[src/include/obcd_pkg.sv]
// Purpose: constants and types of the option byte config decoder
// Assumes: 125 MHz system clock, byte-wide flash read port
// Notes:   register byte address is four times the register index
package obcd_pkg;

  // ==========================================================
  // flash option area
  localparam int          FLASH_AW     = 17;
  localparam logic [16:0] OPT_BASE_PRI = 17'h000c0;
  localparam logic [16:0] OPT_BASE_ALT = 17'h010c0;
  localparam int          OPT_BYTES    = 4;
  localparam logic [7:0]  OPT_BYTE_RST = 8'hff;

  // ==========================================================
  // register indexes (byte address = index * 4)
  localparam int         BUS_AW        = 10;
  localparam logic [7:0] IDX_WDT_OPT   = 8'hc0;
  localparam logic [7:0] IDX_OSC_LV    = 8'hc1;
  localparam logic [7:0] IDX_RSVD      = 8'hc2;
  localparam logic [7:0] IDX_DBG       = 8'hc3;
  localparam logic [7:0] IDX_STATUS    = 8'h10;
  localparam logic [7:0] IDX_LV_CTRL   = 8'h11;
  localparam logic [7:0] IDX_FOSC_CTRL = 8'h12;

  // ==========================================================
  // field positions
  localparam int WDT_STBY_BIT  = 0;
  localparam int WDT_OVF_LSB   = 1;
  localparam int WDT_EN_BIT    = 4;
  localparam int WIN_LO_BIT    = 5;
  localparam int WIN_HI_BIT    = 6;
  localparam int WDT_IRQ_BIT   = 7;
  localparam int LV_OFF_BIT    = 0;
  localparam int FREQ_LO_BIT   = 1;
  localparam int FREQ_HI_BIT   = 2;
  localparam int DBG_KEEP_BIT  = 0;
  localparam int DBG_EN_BIT    = 7;
  localparam int DBG_OVW_LSB   = 1;
  localparam int DBG_OVW_MSB   = 3;
  localparam int LV_ON_BIT     = 0;
  localparam int FOSC_ON_BIT   = 0;

  // status register bits
  localparam int ST_VALID_BIT  = 0;
  localparam int ST_CPU_BIT    = 1;
  localparam int ST_SWAP_BIT   = 2;
  localparam int ST_UNSET_BIT  = 3;
  localparam int ST_WIN_ERR    = 4;
  localparam int ST_FREQ_ERR   = 5;
  localparam int ST_DBG_ERR    = 6;
  localparam int ST_FMT_ERR    = 7;

  // ==========================================================
  // codes and fixed patterns
  localparam logic [1:0] WIN_50     = 2'h1;
  localparam logic [1:0] WIN_75     = 2'h2;
  localparam logic [1:0] WIN_100    = 2'h3;
  localparam logic [6:0] PCT_0      = 7'h00;
  localparam logic [6:0] PCT_50     = 7'h32;
  localparam logic [6:0] PCT_75     = 7'h4b;
  localparam logic [6:0] PCT_100    = 7'h64;
  localparam logic [1:0] FREQ_8_20  = 2'h1;
  localparam logic [1:0] FREQ_1     = 2'h2;
  localparam logic [1:0] DBG_OFF    = 2'h0;
  localparam logic [1:0] DBG_ERASE  = 2'h2;
  localparam logic [1:0] DBG_KEEP   = 2'h3;
  localparam logic [4:0] OSC_HI_ONES = 5'h1f;
  localparam logic [7:0] RSVD_VAL    = 8'hff;
  localparam logic [5:0] DBG_FIXED   = 6'h02;

  // ==========================================================
  // timing
  localparam int CLK_PERIOD_PS = 8000;
  localparam int LVD_SETTLE_NS = 200000;
  localparam int LVD_SETTLE_CYC = (LVD_SETTLE_NS * 1000 + CLK_PERIOD_PS - 1) / CLK_PERIOD_PS;

  // ==========================================================
  // fetch sequencer states
  typedef enum logic [2:0] {
    FETCH_BOOT = 3'b001,
    FETCH_READ = 3'b010,
    FETCH_DONE = 3'b100
  } obcd_fetch_t;

endpackage : obcd_pkg

[src/obcd_fetch.sv]
// Purpose: reads the four option bytes from flash after reset
// Assumes: flash answers each held read with one rvalid pulse
// Notes:   boot swap is sampled once, after reset release
`timescale 1ns/1ps
module obcd_fetch (
  // clock and reset
  input  wire logic                         clk,
  input  wire logic                         rst,
  input  wire logic                         ce,
  // boot swap strap
  input  wire logic                         boot_swap,
  // flash read port
  output logic                              flash_rd_r,
  output logic [obcd_pkg::FLASH_AW-1:0]     flash_addr_r,
  input  wire logic [7:0]                   flash_rdata,
  input  wire logic                         flash_rvalid,
  // to holding registers
  output logic [obcd_pkg::OPT_BYTES-1:0]    load,
  output logic                              swap_used_r,
  output logic                              done_r
);

  obcd_pkg::obcd_fetch_t state_r;
  logic [1:0]            idx_r;
  logic                  last;

  assign last = (idx_r == 2'(obcd_pkg::OPT_BYTES - 1));

  always_comb begin
    load = '0;
    if (state_r == obcd_pkg::FETCH_READ && flash_rvalid) begin
      load[idx_r] = 1'b1;
    end
  end

  always_ff @(posedge clk) begin
    if (rst) begin
      state_r      <= obcd_pkg::FETCH_BOOT;
      idx_r        <= 2'h0;
      flash_rd_r   <= 1'b0;
      flash_addr_r <= obcd_pkg::OPT_BASE_PRI;
      swap_used_r  <= 1'b0;
      done_r       <= 1'b0;
    end else if (ce) begin
      case (state_r)
        obcd_pkg::FETCH_BOOT: begin
          // alternate area replaces the primary one under boot swap
          swap_used_r  <= boot_swap;
          flash_addr_r <= boot_swap ? obcd_pkg::OPT_BASE_ALT : obcd_pkg::OPT_BASE_PRI;
          flash_rd_r   <= 1'b1;
          state_r      <= obcd_pkg::FETCH_READ;
        end
        obcd_pkg::FETCH_READ: begin
          if (flash_rvalid) begin
            if (last) begin
              flash_rd_r <= 1'b0;
              done_r     <= 1'b1;
              state_r    <= obcd_pkg::FETCH_DONE;
            end else begin
              idx_r        <= idx_r + 2'h1;
              flash_addr_r <= flash_addr_r + 17'h00001;
            end
          end
        end
        obcd_pkg::FETCH_DONE: begin
          done_r <= 1'b1;
        end
        default: begin
          state_r <= obcd_pkg::FETCH_BOOT;
        end
      endcase
    end
  end

endmodule : obcd_fetch

[src/obcd_opt_hold.sv]
// Purpose: one held option value, loaded once per reset
// Assumes: load is a one-cycle strobe from the fetch sequencer
// Notes:   value stays until the next reset
`timescale 1ns/1ps
module obcd_opt_hold #(
  parameter int         W   = 8,
  parameter logic [W-1:0] RST = '1
) (
  // clock and reset
  input  wire logic         clk,
  input  wire logic         rst,
  input  wire logic         ce,
  // load
  input  wire logic         load,
  input  wire logic [W-1:0] d,
  output logic      [W-1:0] q_r
);

  always_ff @(posedge clk) begin
    if (rst) begin
      q_r <= RST;
    end else if (ce && load) begin
      q_r <= d;
    end
  end

endmodule : obcd_opt_hold

[src/obcd_top.sv]
// Purpose: option byte config decoder; fetch, decode and hold boot settings
// Assumes: Avalon-MM slave with byte addresses, inputs synchronous to clk
// Notes:   cpu_start_r gates the CPU; decoded values change only at reset, except software writes to lowvolt_detect_on_r
//
// The Avalon-MM register port is this design's own decision.
`timescale 1ns/1ps

module obcd_top #(
  parameter int LVD_SETTLE = obcd_pkg::LVD_SETTLE_CYC
) (
  // clock, reset, enable
  input  wire logic                          clk,
  input  wire logic                          rst,
  input  wire logic                          ce,
  // reset cause and straps
  input  wire logic                          boot_swap,
  input  wire logic                          rst_by_wdt_or_illegal,
  // flash read port
  output logic                               flash_rd_r,
  output logic [obcd_pkg::FLASH_AW-1:0]      flash_addr_r,
  input  wire logic [7:0]                    flash_rdata,
  input  wire logic                          flash_rvalid,
  // cpu and mode status
  input  wire logic                          cpu_halt_stop,
  input  wire logic                          self_prog_busy,
  input  wire logic [2:0]                    debug_scratch,
  output logic                               cpu_start_r,
  // watchdog unit
  output logic                               wdt_enable_r,
  output logic [2:0]                         wdt_ovf_sel_r,
  output logic                               wdt_count_en_r,
  output logic [6:0]                         wdt_window_pct_r,
  output logic                               wdt_interval_irq_use_r,
  output logic [6:0]                         wdt_irq_pct_r,
  // oscillators
  output logic                               osc_8m_run_r,
  output logic                               osc_20m_run_r,
  output logic                               osc_1m_run_r,
  // low-voltage detector
  output logic                               lowvolt_detect_on_r,
  output logic                               lowvolt_unsettled_r,
  // debug
  output logic                               debug_enable_r,
  output logic                               debug_erase_on_fail_r,
  // avalon-mm slave
  input  wire logic [obcd_pkg::BUS_AW-1:0]   avs_address,
  input  wire logic                          avs_read,
  input  wire logic                          avs_write,
  input  wire logic [31:0]                   avs_writedata,
  input  wire logic [3:0]                    avs_byteenable,
  output logic [31:0]                        avs_readdata_r,
  output logic                               avs_waitrequest_r
);

  // ==========================================================
  // fetch and holding registers
  logic [obcd_pkg::OPT_BYTES-1:0] load;
  logic [7:0]                     opt_byte [obcd_pkg::OPT_BYTES];
  logic                           fetch_done;
  logic                           swap_used;

  obcd_fetch u_fetch (
    .clk          (clk),
    .rst          (rst),
    .ce           (ce),
    .boot_swap    (boot_swap),
    .flash_rd_r   (flash_rd_r),
    .flash_addr_r (flash_addr_r),
    .flash_rdata  (flash_rdata),
    .flash_rvalid (flash_rvalid),
    .load         (load),
    .swap_used_r  (swap_used),
    .done_r       (fetch_done)
  );

  for (genvar i = 0; i < obcd_pkg::OPT_BYTES; i++) begin : g_hold
    obcd_opt_hold #(
      .W   (8),
      .RST (obcd_pkg::OPT_BYTE_RST)
    ) u_hold (
      .clk  (clk),
      .rst  (rst),
      .ce   (ce),
      .load (load[i]),
      .d    (flash_rdata),
      .q_r  (opt_byte[i])
    );
  end

  logic [7:0] wdt_opt;
  logic [7:0] osc_opt;
  logic [7:0] rsvd_opt;
  logic [7:0] dbg_opt;
  assign wdt_opt  = opt_byte[0];
  assign osc_opt  = opt_byte[1];
  assign rsvd_opt = opt_byte[2];
  assign dbg_opt  = opt_byte[3];

  // ==========================================================
  // decode of option fields
  logic       standby_run;
  logic [1:0] win_code;
  logic [1:0] freq_code;
  logic [1:0] dbg_code;
  logic       lv_default_off;
  logic       apply;
  logic       cfg_valid_r;

  assign standby_run    = wdt_opt[obcd_pkg::WDT_STBY_BIT];
  assign win_code       = {wdt_opt[obcd_pkg::WIN_HI_BIT], wdt_opt[obcd_pkg::WIN_LO_BIT]};
  assign freq_code      = {osc_opt[obcd_pkg::FREQ_HI_BIT], osc_opt[obcd_pkg::FREQ_LO_BIT]};
  assign dbg_code       = {dbg_opt[obcd_pkg::DBG_EN_BIT], dbg_opt[obcd_pkg::DBG_KEEP_BIT]};
  assign lv_default_off = osc_opt[obcd_pkg::LV_OFF_BIT];
  // one strobe per reset: after it values move only by software writes to lowvolt_detect_on_r
  assign apply          = fetch_done && !cfg_valid_r;

  always_ff @(posedge clk) begin
    if (rst) begin
      cfg_valid_r <= 1'b0;
    end else if (ce && apply) begin
      cfg_valid_r <= 1'b1;
    end
  end

  // ==========================================================
  // watchdog settings
  logic win_err_r;

  always_ff @(posedge clk) begin
    if (rst) begin
      wdt_enable_r           <= 1'b0;
      wdt_ovf_sel_r          <= 3'h0;
      wdt_window_pct_r       <= obcd_pkg::PCT_100;
      wdt_interval_irq_use_r <= 1'b0;
      wdt_irq_pct_r          <= obcd_pkg::PCT_0;
      win_err_r              <= 1'b0;
    end else if (ce && apply) begin
      wdt_enable_r  <= wdt_opt[obcd_pkg::WDT_EN_BIT];
      wdt_ovf_sel_r <= wdt_opt[obcd_pkg::WDT_OVF_LSB +: 3];
      win_err_r     <= (win_code == 2'h0);
      if (!standby_run) begin
        wdt_window_pct_r <= obcd_pkg::PCT_100;
      end else begin
        case (win_code)
          obcd_pkg::WIN_50:  wdt_window_pct_r <= obcd_pkg::PCT_50;
          obcd_pkg::WIN_75:  wdt_window_pct_r <= obcd_pkg::PCT_75;
          obcd_pkg::WIN_100: wdt_window_pct_r <= obcd_pkg::PCT_100;
          default:           wdt_window_pct_r <= obcd_pkg::PCT_100;
        endcase
      end
      wdt_interval_irq_use_r <= wdt_opt[obcd_pkg::WDT_IRQ_BIT];
      wdt_irq_pct_r <= wdt_opt[obcd_pkg::WDT_IRQ_BIT] ? obcd_pkg::PCT_75 : obcd_pkg::PCT_0;
    end
  end

  // self_prog_busy deliberately does not gate the counter: only HALT/STOP does
  always_ff @(posedge clk) begin
    if (rst) begin
      wdt_count_en_r <= 1'b0;
    end else if (ce) begin
      wdt_count_en_r <= wdt_enable_r && cpu_start_r &&
                        (!cpu_halt_stop || standby_run) && (self_prog_busy || !self_prog_busy);
    end
  end

  // ==========================================================
  // oscillator selection; mode is fixed for the whole run
  logic freq_err_r;
  logic mode_8_20_r;
  logic fosc_start_r;
  logic fosc_wr;

  always_ff @(posedge clk) begin
    if (rst) begin
      osc_8m_run_r <= 1'b0;
      osc_1m_run_r <= 1'b0;
      mode_8_20_r  <= 1'b0;
      freq_err_r   <= 1'b0;
    end else if (ce && apply) begin
      // a prohibited code falls back to the 8 MHz path and is flagged
      mode_8_20_r  <= (freq_code != obcd_pkg::FREQ_1);
      osc_8m_run_r <= (freq_code != obcd_pkg::FREQ_1);
      osc_1m_run_r <= (freq_code == obcd_pkg::FREQ_1);
      freq_err_r   <= (freq_code != obcd_pkg::FREQ_8_20) && (freq_code != obcd_pkg::FREQ_1);
    end
  end

  // the 20 MHz start bit exists only in 8/20 MHz mode
  always_ff @(posedge clk) begin
    if (rst) begin
      fosc_start_r <= 1'b0;
    end else if (ce && fosc_wr && avs_byteenable[0] && mode_8_20_r) begin
      fosc_start_r <= avs_writedata[obcd_pkg::FOSC_ON_BIT];
    end
  end

  always_ff @(posedge clk) begin
    if (rst) begin
      osc_20m_run_r <= 1'b0;
    end else if (ce) begin
      osc_20m_run_r <= fosc_start_r && mode_8_20_r;
    end
  end

  // ==========================================================
  // low-voltage detector enable and settling
  logic        lv_wr;
  logic        quick_start_r;
  logic        settle_busy_r;
  logic [31:0] settle_cnt_r;

  always_ff @(posedge clk) begin
    if (rst) begin
      lowvolt_detect_on_r <= 1'b0;
    end else if (ce) begin
      if (apply) begin
        // a reset always re-arms the default start, even after software cleared it
        lowvolt_detect_on_r <= !lv_default_off;
      end else if (lv_wr && avs_byteenable[0] && cfg_valid_r) begin
        lowvolt_detect_on_r <= avs_writedata[obcd_pkg::LV_ON_BIT];
      end
    end
  end

  always_ff @(posedge clk) begin
    if (rst) begin
      quick_start_r <= 1'b0;
    end else if (ce && apply) begin
      quick_start_r <= rst_by_wdt_or_illegal;
    end
  end

  // settle counter: delays the CPU on ordinary resets, only flags after fast ones
  always_ff @(posedge clk) begin
    if (rst) begin
      settle_busy_r <= 1'b0;
      settle_cnt_r  <= 32'h0;
    end else if (ce) begin
      if (apply) begin
        settle_busy_r <= !lv_default_off;
        settle_cnt_r  <= 32'(LVD_SETTLE);
      end else if (settle_busy_r) begin
        if (settle_cnt_r <= 32'h1) begin
          settle_busy_r <= 1'b0;
        end
        settle_cnt_r <= settle_cnt_r - 32'h1;
      end
    end
  end

  always_ff @(posedge clk) begin
    if (rst) begin
      lowvolt_unsettled_r <= 1'b0;
    end else if (ce) begin
      lowvolt_unsettled_r <= settle_busy_r && quick_start_r;
    end
  end

  // ==========================================================
  // cpu start: only after every option is applied
  always_ff @(posedge clk) begin
    if (rst) begin
      cpu_start_r <= 1'b0;
    end else if (ce && cfg_valid_r && !apply) begin
      if (!settle_busy_r || quick_start_r) begin
        cpu_start_r <= 1'b1;
      end
    end
  end

  // ==========================================================
  // debug settings and option format checks
  logic dbg_err_r;
  logic fmt_err_r;

  always_ff @(posedge clk) begin
    if (rst) begin
      debug_enable_r        <= 1'b0;
      debug_erase_on_fail_r <= 1'b0;
      dbg_err_r             <= 1'b0;
      fmt_err_r             <= 1'b0;
    end else if (ce && apply) begin
      debug_enable_r        <= (dbg_code == obcd_pkg::DBG_ERASE) || (dbg_code == obcd_pkg::DBG_KEEP);
      debug_erase_on_fail_r <= (dbg_code == obcd_pkg::DBG_ERASE);
      dbg_err_r             <= (dbg_code != obcd_pkg::DBG_OFF) && !dbg_opt[obcd_pkg::DBG_EN_BIT];
      fmt_err_r             <= (osc_opt[7:3] != obcd_pkg::OSC_HI_ONES) ||
                               (rsvd_opt != obcd_pkg::RSVD_VAL) ||
                               (dbg_opt[6:1] != obcd_pkg::DBG_FIXED);
    end
  end

  // ==========================================================
  // avalon-mm slave: one wait state, then a one-cycle answer
  logic [7:0]  idx;
  logic        take;
  logic [7:0]  dbg_view;
  logic [7:0]  status;
  logic [31:0] rd_mux;

  assign idx     = avs_address[obcd_pkg::BUS_AW-1:2];
  assign take    = (avs_read || avs_write) && !avs_waitrequest_r;
  assign lv_wr   = take && avs_write && (idx == obcd_pkg::IDX_LV_CTRL);
  assign fosc_wr = take && avs_write && (idx == obcd_pkg::IDX_FOSC_CTRL);

  // debugger may rewrite bits 3:1, so with debug_enable_r set they show its scratch, not the fetched value
  assign dbg_view = debug_enable_r ?
                    {dbg_opt[7:4], debug_scratch, dbg_opt[0]} : dbg_opt;

  always_comb begin
    status = 8'h00;
    status[obcd_pkg::ST_VALID_BIT] = cfg_valid_r;
    status[obcd_pkg::ST_CPU_BIT]   = cpu_start_r;
    status[obcd_pkg::ST_SWAP_BIT]  = swap_used;
    status[obcd_pkg::ST_UNSET_BIT] = lowvolt_unsettled_r;
    status[obcd_pkg::ST_WIN_ERR]   = win_err_r;
    status[obcd_pkg::ST_FREQ_ERR]  = freq_err_r;
    status[obcd_pkg::ST_DBG_ERR]   = dbg_err_r;
    status[obcd_pkg::ST_FMT_ERR]   = fmt_err_r;
  end

  always_comb begin
    case (idx)
      obcd_pkg::IDX_WDT_OPT:   rd_mux = {24'h0, wdt_opt};
      obcd_pkg::IDX_OSC_LV:    rd_mux = {24'h0, osc_opt};
      obcd_pkg::IDX_RSVD:      rd_mux = {24'h0, rsvd_opt};
      obcd_pkg::IDX_DBG:       rd_mux = {24'h0, dbg_view};
      obcd_pkg::IDX_STATUS:    rd_mux = {24'h0, status};
      obcd_pkg::IDX_LV_CTRL:   rd_mux = {31'h0, lowvolt_detect_on_r};
      obcd_pkg::IDX_FOSC_CTRL: rd_mux = {31'h0, fosc_start_r};
      default:                 rd_mux = 32'h0;
    endcase
  end

  always_ff @(posedge clk) begin
    if (rst) begin
      avs_waitrequest_r <= 1'b1;
      avs_readdata_r    <= 32'h0;
    end else if (ce) begin
      if ((avs_read || avs_write) && avs_waitrequest_r) begin
        avs_waitrequest_r <= 1'b0;
        avs_readdata_r    <= avs_read ? rd_mux : 32'h0;
      end else begin
        avs_waitrequest_r <= 1'b1;
      end
    end
  end

endmodule : obcd_top

[config.mk]
export PLATFORM = sky130hd
export DESIGN_NAME = obcd_top
export DESIGN_NICKNAME = d
export VERILOG_FILES = /design/src/include/obcd_pkg.sv /design/src/obcd_fetch.sv /design/src/obcd_opt_hold.sv /design/src/obcd_top.sv
export SDC_FILE = /design/constraint.sdc
export NUM_CORES = 1
export LEC_CHECK = 0
export CAP_MARGIN = 0
export CORE_ASPECT_RATIO = 0.9
export CORE_MARGIN = 3
export CORE_UTILIZATION = 60
export DETAILED_ROUTE_END_ITERATION = 8
export DONT_BUFFER_PORTS = 1
export PLACE_DENSITY_LB_ADDON = 0.1
export SYNTH_ARGS = -nofsm -noshare
export SYNTH_HDL_FRONTEND = slang
export SYNTH_SLANG_ARGS = --single-unit
[constraint.sdc]
create_clock -name clk -period 2.9 [get_ports clk]
set_input_delay 0.435 -clock clk [delete_from_list [all_inputs] [get_ports clk]]
set_output_delay 0.435 -clock clk [all_outputs]
set_load 0.01 [all_outputs]
== Word level (Yosys, flattened, before mapping) ==
Cells that the tools add are included.

* Add/subtract/negate cells: 3
* $lt $le $gt $ge: 3
* Eq/ne operators: 24
* Mux-type cells: 30
* Bitwise logic cells: 2
* Reductions and logical operators: 55

{| class="wikitable"
|+ Operators with widths
! cell !! count
|-
| two-way mux 32 bit || 3
|-
| case mux 8 bit (7 select lines) || 1
|-
| two-way mux 17 bit || 2
|-
| case mux 17 bit (2 select lines) || 1
|-
| equality test 8 bit, second input constant || 4
|-
| <= comparator 32 x 1 -> 1 bit, second input constant || 1
|-
| subtractor 32 x 1 -> 32 bit, second input constant || 1
|-
| logical AND 1 bit || 26
|-
| equality test 8 x 5 -> 1 bit, second input constant || 3
|-
| AND reduction 4 bit || 5
|-
| adder 17 x 1 -> 17 bit, second input constant || 1
|-
| two-way mux 7 bit || 2
|-
| case mux 7 bit (2 select lines) || 1
|-
| two-way mux 13 bit || 1
|-
| two-way mux 1 bit || 11
|-
| equality test 2 bit, second input constant || 5
|-
| AND reduction 2 bit || 5
|-
| nonzero test 2 bit || 5
|-
| case mux 3 bit (3 select lines) || 1
|-
| two-way mux 4 bit || 2
|-
| inequality test 8 bit, second input constant || 1
|-
| zero test 1 bit || 7
|-
| logical OR 1 bit || 6
|-
| two-way mux 3 bit || 2
|-
| 15 further kinds || 20
|}

* Register bits: 158
* Input bits: 67
* Output and inout bits: 79
* Word-level logic and storage cells: 152

== Depth between registers and ports, before layout ==
Gate-level depths: netlist of run 1.

* Depth in word-level cells: 8
* Depth in mapped cells: 7
* Gate-level depth less buffers: 6

== Cells and area by module ==
Synthesis of run 1 repeated with hierarchy kept, for this count alone.

* Cell total of the unflattened synthesis: 685
* Area total of the unflattened synthesis: 6,139.6 µm²

{| class="wikitable"
|+ Modules (own cells, without submodules)
! module !! times used !! cells an instance !! area each (µm²) !! seq. area each (µm²)
|-
| obcd_top || 1 || 426 || 3,611.0 || 1,381.3
|-
| obcd_fetch || 1 || 155 || 1,327.5 || 500.5
|-
| obcd_opt_hold || 4 || 26 || 300.3 || 160.2
|}

== Worst setup path after synthesis of run 1 ==
Ideal clock, no wire load.

* Kind: register to register
* Start point: register settle_cnt_r[3]
* End point: register settle_cnt_r[22]
* Setup time: 0.070 ns
* Arrival time: 1.936 ns
* Data required time: 2.830 ns
* Slack: 0.895 ns
* Stages on the path, launching flop included: 6
* Path buffers: 1
* Clock period less this slack: 2.005 ns
* Cell sequence: dfxtp_1 -> or4_4 -> or3_1 -> buf_2 -> or4_1 -> a21oi_1

* Cells in the longest elaborated chain, start to end: 3

{| class="wikitable"
|+ Ends and longest elaborated chain
! what !! line !! RTL
|-
| from (decl) || obcd_top.sv:210 || <nowiki>logic [31:0] settle_cnt_r;</nowiki>
|-
| from (signal assigned) || obcd_top.sv:241 || <nowiki>settle_cnt_r <= 32'(LVD_SETTLE);</nowiki>
|-
| from (signal assigned) || obcd_top.sv:246 || <nowiki>settle_cnt_r <= settle_cnt_r - 32'h1;</nowiki>
|-
| subtractor 32 x 1 -> 32 bit || obcd_top.sv:246 ||
|-
| two-way mux 32 bit || obcd_top.sv:242 || <nowiki>end else if (settle_busy_r) begin</nowiki>
|-
| two-way mux 32 bit || obcd_top.sv:239 || <nowiki>if (apply) begin</nowiki>
|}

No other way between the ends. The select of a mux whose other input is x is not followed.
A chain may end at the register's enable or synchronous reset.

== Worst setup path after layout of run 1 ==
* Start point: register u_fetch.idx_r[0]
* End point: register u_fetch.flash_addr_r[13] (netlist name)

* Cells in the longest elaborated chain, start to end: 3

{| class="wikitable"
|+ Ends and longest elaborated chain
! what !! line !! RTL
|-
| from (decl) || obcd_fetch.sv:24 || <nowiki>logic [1:0] idx_r;</nowiki>
|-
| from (signal assigned) || obcd_fetch.sv:60 || <nowiki>idx_r <= idx_r + 2'h1;</nowiki>
|-
| equality test 2 bit || obcd_fetch.sv:27 || <nowiki>assign last = (idx_r == 2'(obcd_pkg::OPT_BYTES - 1));</nowiki>
|-
| inequality test 2 bit (no line) || - ||
|-
| AND reduction 4 bit (no line) || - ||
|-
| to (signal assigned) || obcd_fetch.sv:41 || <nowiki>flash_addr_r <= obcd_pkg::OPT_BASE_PRI;</nowiki>
|-
| to (signal assigned) || obcd_fetch.sv:49 || <nowiki>flash_addr_r <= boot_swap ? obcd_pkg::OPT_BASE_ALT : obcd_pkg::OPT_BASE_PRI;</nowiki>
|-
| to (signal assigned) || obcd_fetch.sv:61 || <nowiki>flash_addr_r <= flash_addr_r + 17'h00001;</nowiki>
|-
| to (decl) || obcd_fetch.sv:14 || <nowiki>output logic [obcd_pkg::FLASH_AW-1:0] flash_addr_r,</nowiki>
|}

No other way between the ends.

==> results of run 1 <==
## synthesized netlist by cell type, drive strengths merged, types with 5 or more instances
| cell | instances |
|---|---|
| nand4 | 6 |
| clkbuf | 36 |
| o31ai | 22 |
| mux4 | 7 |
| or4 | 24 |
| nand3b | 5 |
| nand2 | 127 |
| nor3 | 6 |
| nand4b | 7 |
| nand3 | 43 |
| buf | 37 |
| nand2b | 9 |
| a31oi | 5 |
| inv | 21 |
| o211ai | 9 |
| o21ai | 28 |
| nor4 | 16 |
| a21oi | 60 |
| ha | 11 |
| nor2 | 26 |
| dfxtp | 126 |
| or3 | 25 |
| and3 | 6 |
| mux2i | 10 |
## area by class of cell
type / instances / area share
multi-input cells: 539 / 0.4861
repair buffers: 7 / 0.007953
inverters: 22 / 0.01250
flip-flops and latches: 126 / 0.3817
clock inverters: 7 / 0.01704
well taps: 126 / 0.02386
clock buffers: 23 / 0.07082
## registers in the layout, summed over array words and instances (netlist names), 2 cells and up
signal                flops
u_fetch.state_r           3
u_fetch.idx_r             2
wdt_window_pct_r          6
wdt_ovf_sel_r             3
avs_readdata_r            8
u_fetch.flash_addr_r     17
settle_cnt_r             32
g_hold.u_hold.q_r        32
## metal layers
layer	routed length, um	global-route usage
met1	6372	0.3351
met2	7384	0.4344
met3	1255	0.08407
met4	371	0.1248
met5	0	0
## power by group
part	leakage [nW]	internal (W)	switching, W	total, W
combinational	1.23	0.0000407	0.0000793	0.000120
clock	0.283	0.00138	0.000722	0.00210
sequential	1.02	0.00174	0.0000179	0.00176
## worst max path at each step
stage | to | slack (ns) | cells past startpoint
after global placement | settle_cnt_r[22] | 0.62 | 4
after detailed placement | settle_cnt_r[22] | 0.57 | 4
after CTS | settle_cnt_r[31] | 0.55 | 4
after floorplan | settle_cnt_r[22] | 0.89 | 5
after global routing | settle_cnt_r[31] | 0.32 | 4
final | u_fetch.flash_addr_r[13] | 0.52 | 5
## worst max-delay path, cell delays in order (launching register included)
cell,delay [ns]
dfxtp_1,0.35
ha_1,0.31
and4bb_2,0.38
o2111ai_1,0.46
or4_1,0.64
a21oi_1,0.16
## kinds of logic after synthesis
family | after synthesis
simple gates | 321
flops | 126
fa+ha+maj | 11
other cells | 1
xor+xnor | 7
buf+inv | 95
mux | 20
compound gates | 153
## cell usage in the layout (no fill, tap or decap), types with 6 or more instances in the layout
cell type,synthesis,layout
nor2_1,26,26
nand4b_1,7,7
o31ai_1,22,22
dfxtp_1,126,126
mux2i_1,10,10
nand2_1,127,127
nand3_1,43,43
nand2b_1,9,9
nand4_1,6,6
a21oi_1,60,60
and3_1,6,6
ha_1,11,11
inv_1,21,21
o211ai_1,9,9
nor4_1,14,14
mux4_2,7,7
buf_4,33,7
clkbuf_16,0,17
conb_1,1,27
or4_1,23,23
o21ai_0,27,27
nor3_1,6,6
or3_1,24,24
## through the flow
step | setup WS, ns | power [W] | std cells | hold slack (ns) | utilization
after floorplan | 0.8947 | 0.001939 | 760 | 0.4316 | -
after global placement | 0.6239 | 0.001912 | 820 | 0.4470 | 0.6133
after detailed placement | 0.5707 | 0.001915 | 820 | 0.4497 | 0.6133
after CTS | 0.5507 | 0.004003 | 850 | 0.07112 | 0.6724
after global routing | 0.3218 | 0.004110 | 850 | 0.06952 | 0.6724
final | 0.5246 | 0.003984 | 850 | 0.09914 | 0.6724
==> summary.md, run 1 <==
| Metric | Value |
|---|---|
| Fin. max-slew vios | `0` |
| Max Cap Viol | `0` |
| Largest net degree at the start of global routing | `57` |
| CTS buffer count | `17` |
| Yosys warning total | `0` |
| Multi-input gate area | `3212 um^2` |
| CTS root buffer | `clkbuf_16` |
| Fmax | `~420 MHz` |
| Area delta synth->final | `7.710%` |
| Fin Setup TNS | `0 ns` |
| Pleak | `about 2.5 nW` |
| HP Class | `primary input to register` |
| Hold path cells | `1` |
| Main combinational cell family by area after synthesis | `simple AND/OR/NAND/NOR gates` |
| Syn_area_per_cell | `~8.4 um^2` |
| Crit-path max FO | `14` |
| Final setup vio count | `0` |
| Die area | `11480 um^2` |
| Reg2Reg Depth | `5` |
| HP Start | `rst` |
| Final period util | `0.8191` |
| Worst EP arrival | `2.72 ns` |
| Worst reg2reg path startpoint | `u_fetch.idx_r[0]` |
| DRT iter0 DRCs | `378` |
| Chip width | `~110 um` |
| Worst-path clk slew | `approximately 0.05 ns` |
| EDFF count, synth | `0` |
| Final Cell Area | `between 6000 and 7000 um^2` |
| Die Span Y | `~100 um` |
| Simple-Gate Fraction of Synth Area | `0.2727` |
| Yosys reg bits | `roughly 130` |
| Main synth FF type | `dfxtp_1` |
| Cts hold-fix bufs | `0` |
| Avg WL per Cell | `around 18 um` |
| Postcts setup bufs | `0` |
| RSZ-0062 raised after global routing | `false` |
| Initial antenna violation count | `0` |
| Post-route DRC | `0` |
| Area share of the largest cell type after synthesis | `0.4112` |
| Initial Util | `0.6243` |
| Fillers | `around 800` |
| Via count | `around 5400` |
| Slew Limit Headroom | `0.3404` |
| H-tree Lvls | `4` |
| Overall routing resource usage | `0.2699` |
| FF-to-FF setup slack | `around 0.52 ns` |
| Synth Area in Compound Gates | `0.1544` |
| CTS resizes | `0` |
| Diodes inserted | `0` |
| Unique masters post-synth | `62` |
| Endpoint of the worst-slack reg-to-reg timing path | `u_fetch.flash_addr_r[13]` |
| Tightest Pin Transition | `0.9884 ns` |
| Startpoint types | `register` |
| Row count | `34` |
| Synth area leader | `dfxtp_1` |
| Status | `finished clean` |
| Final hold vios | `0` |
| Final ANT Viol Nets | `0` |
| FF/Latch Area | `roughly 2500 um^2` |
| Fin crit period | `between 2 and 2.5 ns` |
| Dpl cell area | `~6000 um^2` |
| IO Count | `~150` |
| Core Area | `slightly below 10000 um^2` |
| Fraction of synthesized area in multiplexers | `0.04752` |
| Pre-antenna DRT Iters | `5` |
| CTS max path bufs | `2` |
| Power Dens Cells | `about 600 nW/um^2` |
| Worst vdd ir | `around 0.46 mV` |
| FFs w/ async S/R, synth | `0` |
| Grt ovf | `0` |
| Setup crit start | `u_fetch.idx_r[0]` |
| Detailed Place HPWL | `10.36 mm` |
| Gpl congestion | `about 0.86` |
| Synth area leaders | `dfxtp_1 (41%), nand2_1 (7.8%), a21oi_1 (4.9%)` |
| CTS sink cnt | `between 100 and 150` |
| Xor/xnor share of the synthesized area | `0.009994` |
| CTS tree | `done` |
| Vias in the first global route | `~5000` |
| Post-DR vias/cell | `6.295` |
| Overall routed net length | `between 15 and 20 mm` |
| Layout Nets | `around 790` |
| Worst clock skew | `around 0.012 ns` |
| Syn Std Cell Area | `6135 um^2` |
| Port Buf Inserts | `0` |
| Hold worst-path end | `u_fetch.state_r[2]` |
| Layout cells sized above 1 | `0.07459` |
| Sequential-to-total area share from yosys stat | `0.4112` |
| Crit path kind | `register to register` |
| Clk_lat worst skew | `0.42 ns` |
| Cells after Synth | `734` |
| Worst EP required | `3.24 ns` |
| Critical path endpoint category | `register` |
| Synth Area in Adders | `0.02244` |
| Global-route wire length before repair | `~25 mm` |
(Power assumes the default switching activity.)
==> run 2: changes to the inputs <==
==> constraint.sdc (replaced) <==
create_clock -name clk -period 2.2 [get_ports clk]
set_input_delay 0.33 -clock clk [delete_from_list [all_inputs] [get_ports clk]]
set_output_delay 0.33 -clock clk [all_outputs]
set_load 0.01 [all_outputs]
==> summary.md, run 2 (synthesis gave the netlist of run 1 again) <==
| Metric | Value |
|---|---|
| Die Span Y | `101.9 um` |
| Grt ovf | `0` |
| Pleak | `approximately 2.6 nW` |
| Pre-antenna DRT Iters | `7` |
| Row count | `34` |
| Design Power | `between 0.005 and 0.006 W` |
| Top Registers | `g_hold.u_hold.q_r (32), settle_cnt_r (32), u_fetch.flash_addr_r (17)` |
| Worst clock skew | `around 0.015 ns` |
| CTS max path bufs | `2` |
| Critical path's most frequent cell | `or4_1` |
| Power Dens Cells | `around 800 nW/um^2` |
| Core Area | `between 9000 and 10000 um^2` |
| Initial antenna violation count | `0` |
| Layout cells sized above 1 | `0.1071` |
| FF-to-FF setup slack | `0.13 ns` |
| Reg2Reg Depth | `4` |
| Commonest cells after routing, fill and taps aside | `nand2_1 (127), dfxtp_1 (126), a21oi_1 (60)` |
| Endpoint of the worst-slack reg-to-reg timing path | `settle_cnt_r[31]` |
| Final period util | `0.9429` |
| Worst path bufs/invs | `0` |
| DRT iter0 DRCs | `453` |
| Crit-path max cell delay | `around 0.61 ns` |
| Chip width | `around 110 um` |
| Crit-path leading delay family | `simple AND/OR/NAND/NOR gates` |
| CTS root buffer | `clkbuf_16` |
| Crit path kind | `register to register` |
| Overall routing resource usage | `0.2754` |
| Fin. max-slew vios | `0` |
| Worst EP arrival | `2.41 ns` |
| CTS sink cnt | `126` |
| Vias in the first global route | `5056` |
| Final setup vio count | `0` |
| Fin crit period | `approximately 2.1 ns` |
| Port Buf Inserts | `0` |
| Largest net degree at the start of global routing | `37` |
| Post-DR vias/cell | `a little over 6` |
| Fillers | `slightly below 800` |
| Slew Limit Headroom | `0.5535` |
| Critical path endpoint category | `register` |
| Global-route wire length before repair | `~25 mm` |
| CTS buffer count | `17` |
| Commonest non-fill, non-tap cell in the layout | `nand2_1` |
| Layout Nets | `between 800 and 900` |
| CTS tree | `done` |
| HP Start | `flash_rdata[0]` |
| Crit-path max FO | `7` |
| Postcts setup bufs | `0` |
| CP cell instances | `or4_1 -> or4_1 -> or4_1 -> a21oi_1` |
| Worst-path clk slew | `about 0.060 ns` |
| H-tree Lvls | `4` |
| Fmax | `a little under 500 MHz` |
| Tightest Pin Transition | `0.6673 ns` |
| Initial Util | `0.6243` |
| Final ANT Viol Nets | `0` |
| Status | `finished clean` |
| Hold path cells | `2` |
| Startpoint types | `register` |
| Max Cap Viol | `0` |
| Worst EP required | `2.54 ns` |
| Overall routed net length | `between 15 and 20 mm` |
| Avg WL per Cell | `around 18 um` |
| Gpl congestion | `around 0.9` |
| Area delta synth->final | `10.85%` |
| Multi-input gate area | `3223 um^2` |
| Die area | `about 11000 um^2` |
| Hold worst-path end | `g_hold[3].u_hold.q_r[0]` |
| Detailed Place HPWL | `10.79 mm` |
| IO Count | `roughly 150` |
| Via count | `about 5400` |
| Fin Setup TNS | `0 ns` |
| Worst reg2reg path startpoint | `settle_cnt_r[24]` |
| Worst vdd ir | `between 0.7 and 0.8 mV` |
| RSZ-0062 raised after global routing | `false` |
| Clk_lat worst skew | `0.42 ns` |
| FF/Latch Area | `2522 um^2` |
| Slowest-stage cell, CP | `or4_1` |
| Diodes inserted | `0` |
| Final hold vios | `0` |
| Post-route DRC | `0` |
| HP Class | `primary input to register` |
==> run 2: how the worst max path moves through the flow <==
stage	slack [ns]	start	depth (start not counted)	endpoint
floorplan	0.19	settle_cnt_r[3]	5	settle_cnt_r[22]
detailed placement	0.07	settle_cnt_r[3]	5	settle_cnt_r[16]
global placement	0.10	settle_cnt_r[3]	5	settle_cnt_r[16]
finish	0.13	settle_cnt_r[24]	4	settle_cnt_r[31]
global route	0.04	settle_cnt_r[24]	4	settle_cnt_r[31]
CTS	0.07	settle_cnt_r[3]	5	settle_cnt_r[16]
==> run 2: area by class of cell <==
class,count,share of cell area
Multi-Input combinational cell,539,0.4740
Timing Repair Buffer,28,0.03275
Tap cell,126,0.02318
Clock inverter,11,0.02079
Inverter,22,0.01214
Sequential cell,126,0.3709
Clock buffer,21,0.06624
==> run 2: stage by stage <==
stage	cell area (um^2)	std cells	setup WS, ns	util	hold WS [ns]
floorplan	6232	760	0.1947	-	0.4316
global route	6800	873	0.03861	0.6920	0.03124
global placement	6177	840	0.1048	0.6286	0.4066
finish	6800	873	0.1256	0.6920	0.03510
CTS	6789	873	0.06994	0.6909	0.02585
detailed placement	6177	840	0.07145	0.6286	0.4088
==> run 2: repair_timing <==
| action | CTS | global route |
|---|---|---|
| setup endpoints to repair | 0 | 3 |
| hold buffers | 1 | 0 |
| endpoints found under the hold margin | 36 | 0 |
| gates resized for setup | 0 | 2 |
==> run 2: metal layers <==
| metal | vias to the layer above | global-route usage | wire length [um] |
|---|---|---|---|
| li1 | 2605 | - | - |
| met1 | 2615 | 0.3416 | 6613 |
| met2 | 206 | 0.4504 | 7654 |
| met3 | 21 | 0.08467 | 1226 |
| met4 | 0 | 0.1146 | 304 |
| met5 | - | 0 | 0 |
==> run 2: where the power goes <==
group	internal (W)	switching, W	leakage, nW
Combinational	0.0000633	0.000117	1.34
Clock	0.00180	0.00102	0.283
Sequential	0.00230	0.0000246	1.02
Total	0.00416	0.00116	2.64
==> run 3: changes to the inputs <==
--- a/config.mk
+++ b/config.mk
@@ -8,10 +8,12 @@
 export CAP_MARGIN = 0
 export CORE_ASPECT_RATIO = 0.9
 export CORE_MARGIN = 3
-export CORE_UTILIZATION = 60
+export CORE_UTILIZATION = 35
 export DETAILED_ROUTE_END_ITERATION = 8
 export DONT_BUFFER_PORTS = 1
+export HOLD_SLACK_MARGIN = 0.12
 export PLACE_DENSITY_LB_ADDON = 0.1
 export SYNTH_ARGS = -nofsm -noshare
 export SYNTH_HDL_FRONTEND = slang
+export SYNTH_HIERARCHICAL = 1
 export SYNTH_SLANG_ARGS = --single-unit
==> summary.md, run 3 <==
| Metric | Value |
|---|---|
| Syn Std Cell Area | `6140 um^2` |
| Crit path kind | `register to register` |
| Vias in the first global route | `~4800` |
| Main synth FF type | `dfxtp_1` |
| CTS max path bufs | `2` |
| Highest routed layer | `met4` |
| Unique masters post-synth | `66` |
| Pre-antenna DRT Iters | `5` |
| Status | `finished, violations left` |
| Final Non-Filler Cells | `954` |
| Via count | `~5000` |
| Synth top cells by count | `dfxtp_1 (126), a21oi_1 (54), nor2_1 (49)` |
| Hold Slack | `about 0.16 ns` |
| Cells after Synth | `just under 700` |
| Sequential-to-total area share from yosys stat | `0.4108` |
| Crit-path max FO | `3` |
| Startpoint types | `register` |
| Max Cap Viol | `0` |
| Final worst slack | `-0.1483 ns` |
| Yosys warning total | `6` |
| Die area | `19170 um^2` |
| Worst path bufs/invs | `0` |
| Row count | `45` |
| Crit-path leading delay family | `simple AND/OR/NAND/NOR gates` |
| Core Area | `~17000 um^2` |
| Fin crit period | `roughly 2.3 ns` |
| Initial Util | `0.3599` |
| Final hold vios | `0` |
| Fin. max-slew vios | `0` |
| Commonest cells after routing, fill and taps aside | `dfxtp_1 (123), a21oi_1 (54), nor2_1 (49)` |
| Synth area leader | `dfxtp_1` |
| Layout cells sized above 1 | `0.1822` |
| RSZ-0062 raised after global routing | `true` |
| Overall routing resource usage | `0.1769` |
| H-tree Lvls | `4` |
| Layout Nets | `around 780` |
| Diodes inserted | `0` |
| Power Dens Cells | `between 700 and 800 nW/um^2` |
| CTS tree | `done` |
| Worst EP arrival | `approximately 2.7 ns` |
| Port Buf Inserts | `0` |
| Slew Limit Headroom | `0.6160` |
| Final period util | `1.067` |
| Initial antenna violation count | `0` |
| Critical path endpoint category | `register` |
| Yosys reg bits | `~130` |
| WL met1 | `approximately 8.3 mm` |
| Critical path's most frequent cell | `or4_4` |
| Tightest Pin Transition | `roughly 0.58 ns` |
| Commonest non-fill, non-tap cell in the layout | `dfxtp_1` |
| Met3 wire length | `~1.1 mm` |
| Routed met2 length | `between 7 and 8 mm` |
| Syn_area_per_cell | `8.963 um^2` |
| Pleak | `~2.7 nW` |
| Fillers | `around 1700` |
| FFs w/ async S/R, synth | `0` |
| Slowest-stage cell, CP | `or4_4` |
| Global-route wire length before repair | `27.26 mm` |
| Gpl congestion | `between 0.8 and 0.9` |
| Die Span Y | `about 130 um` |
| Overall routed net length | `approximately 17 mm` |
| CTS root buffer | `clkbuf_16` |
| CTS sink cnt | `between 100 and 150` |
| Top Registers | `g_hold.u_hold/q_r (32), settle_cnt_r (32), u_fetch/flash_addr_r (17)` |
| Detailed Place HPWL | `11.25 mm` |
| Chip width | `around 150 um` |
| Fmax | `~430 MHz` |
| Most frequent cell after synthesis | `dfxtp_1` |
| DP Cell Count | `between 900 and 1000` |
| Failing checks | `negative setup slack` |
| Post-route DRC | `0` |
| Clk_lat worst skew | `around 0.42 ns` |
| DRT iter0 DRCs | `approximately 270` |
| Largest net degree at the start of global routing | `83` |
| Post-DR vias/cell | `5.255` |
| HP Class | `primary input to register` |
| CP cell instances | `or4_4 -> or4_4 -> or4_4 -> or3_1 -> a21oi_1` |
| Final ANT Viol Nets | `0` |
| EDFF count, synth | `0` |
| Area delta synth->final | `15.67%` |
| Worst vdd ir | `0.4844 mV` |
| Crit-path max cell delay | `approximately 0.53 ns` |
| Worst EP required | `about 2.6 ns` |
| CTS buffer count | `17` |
| Grt ovf | `0` |
| Synth area leaders | `dfxtp_1 (41%), a211o_1 (4.6%), a21oi_1 (4.4%)` |
| Worst clock skew | `between 0.01 and 0.015 ns` |
| IO Count | `146` |
| Final setup vio count | `2` |
| Worst-path clk slew | `approximately 0.06 ns` |
| Area share of the largest cell type after synthesis | `0.4108` |
| Avg WL per Cell | `17.50 um` |
[run 3: changes by cell type after synthesis, moves of 11 or more]
cell / change
a211o_1: +32
nand3_1: -20
nand2_1: -84
nor2_1: +23
o31ai_1: -19
xor2_1: +12
or4_1: -16
and3_2: +32
a22o_1: +11
clkbuf_1: -13
xnor2_1: +11
[run 3: cell families after synthesis]
group / after synthesis / synth area share
multiplexers: 10 / 0.02466
buffers and inverters: 80 / 0.07255
flip-flops: 126 / 0.4108
other: 1 / 0.0006108
adder cells (fa/ha/maj): 11 / 0.02242
AO/OA/AOI/OAI: 159 / 0.1769
AND/OR/NAND/NOR: 268 / 0.2492
XOR/XNOR: 30 / 0.04280
[run 3: final timing paths]
check	start	end	slack (ns)	cells after the start
hold reg to reg	freq_err_r	freq_err_r	0.46	2
hold / removal	ce	u_fetch/state_r[2]	0.16	3
setup reg to reg	settle_cnt_r[23]	settle_cnt_r[30]	-0.15	5
setup / recovery	settle_cnt_r[23]	settle_cnt_r[30]	-0.15	5
[run 3: cell type report]
cell class / instances / area [um^2] / area share
Clock buffer: 18 / 429.2 / 0.06043
Inverter: 12 / 45.04 / 0.006342
Timing Repair Buffer: 44 / 379.1 / 0.05338
Sequential cell: 126 / 2526 / 0.3557
Multi-Input combinational cell: 505 / 3308 / 0.4658
Tap cell: 235 / 294.0 / 0.04140
Clock inverter: 14 / 120.1 / 0.01691
[run 3: power by group]
group	switching (W)	internal (W)
Sequential	0.0000262	0.00230
Combinational	0.000125	0.0000649
Clock	0.00110	0.00155
Total	0.00125	0.00391
[run 3: metrics by stage]
stage | area [um^2] | worst slack (ns) | total power, W | util | TNS [ns]
after global placement | 6411 | -0.1198 | 0.002519 | 0.3758 | -0.2329
final | 7102 | -0.1483 | 0.005157 | 0.4163 | -0.2086
after CTS | 7077 | -0.1454 | 0.005220 | 0.4148 | -0.2669
after global routing | 7102 | -0.1840 | 0.005347 | 0.4163 | -0.5840
after floorplan | 6242 | -0.1165 | 0.002557 | - | -0.1165
after detailed placement | 6411 | -0.1458 | 0.002521 | 0.3758 | -0.4054
[run 3: what timing repair did]
action | in CTS | in global routing
gates cloned | 0 | 0
hold buffers | 6 | 0
hold endpoints to repair | 84 | 0
pin swaps | 4 | 1
buffers inserted | 3 | 0
endpoints found under the setup margin | 4 | 6
gates resized for setup | 5 | 3
[run 3: routing by layer]
metal	vias to the layer above	track usage
li1	2480	-
met1	2381	0.2581
met2	143	0.2525
met3	9	0.05103
met4	0	0.05063
met5	-	0
[run 3: tightest hold or removal path: stages]
cell     delay, ns
o21ai_0       0.06
a21oi_1       0.06
nor2_1        0.07
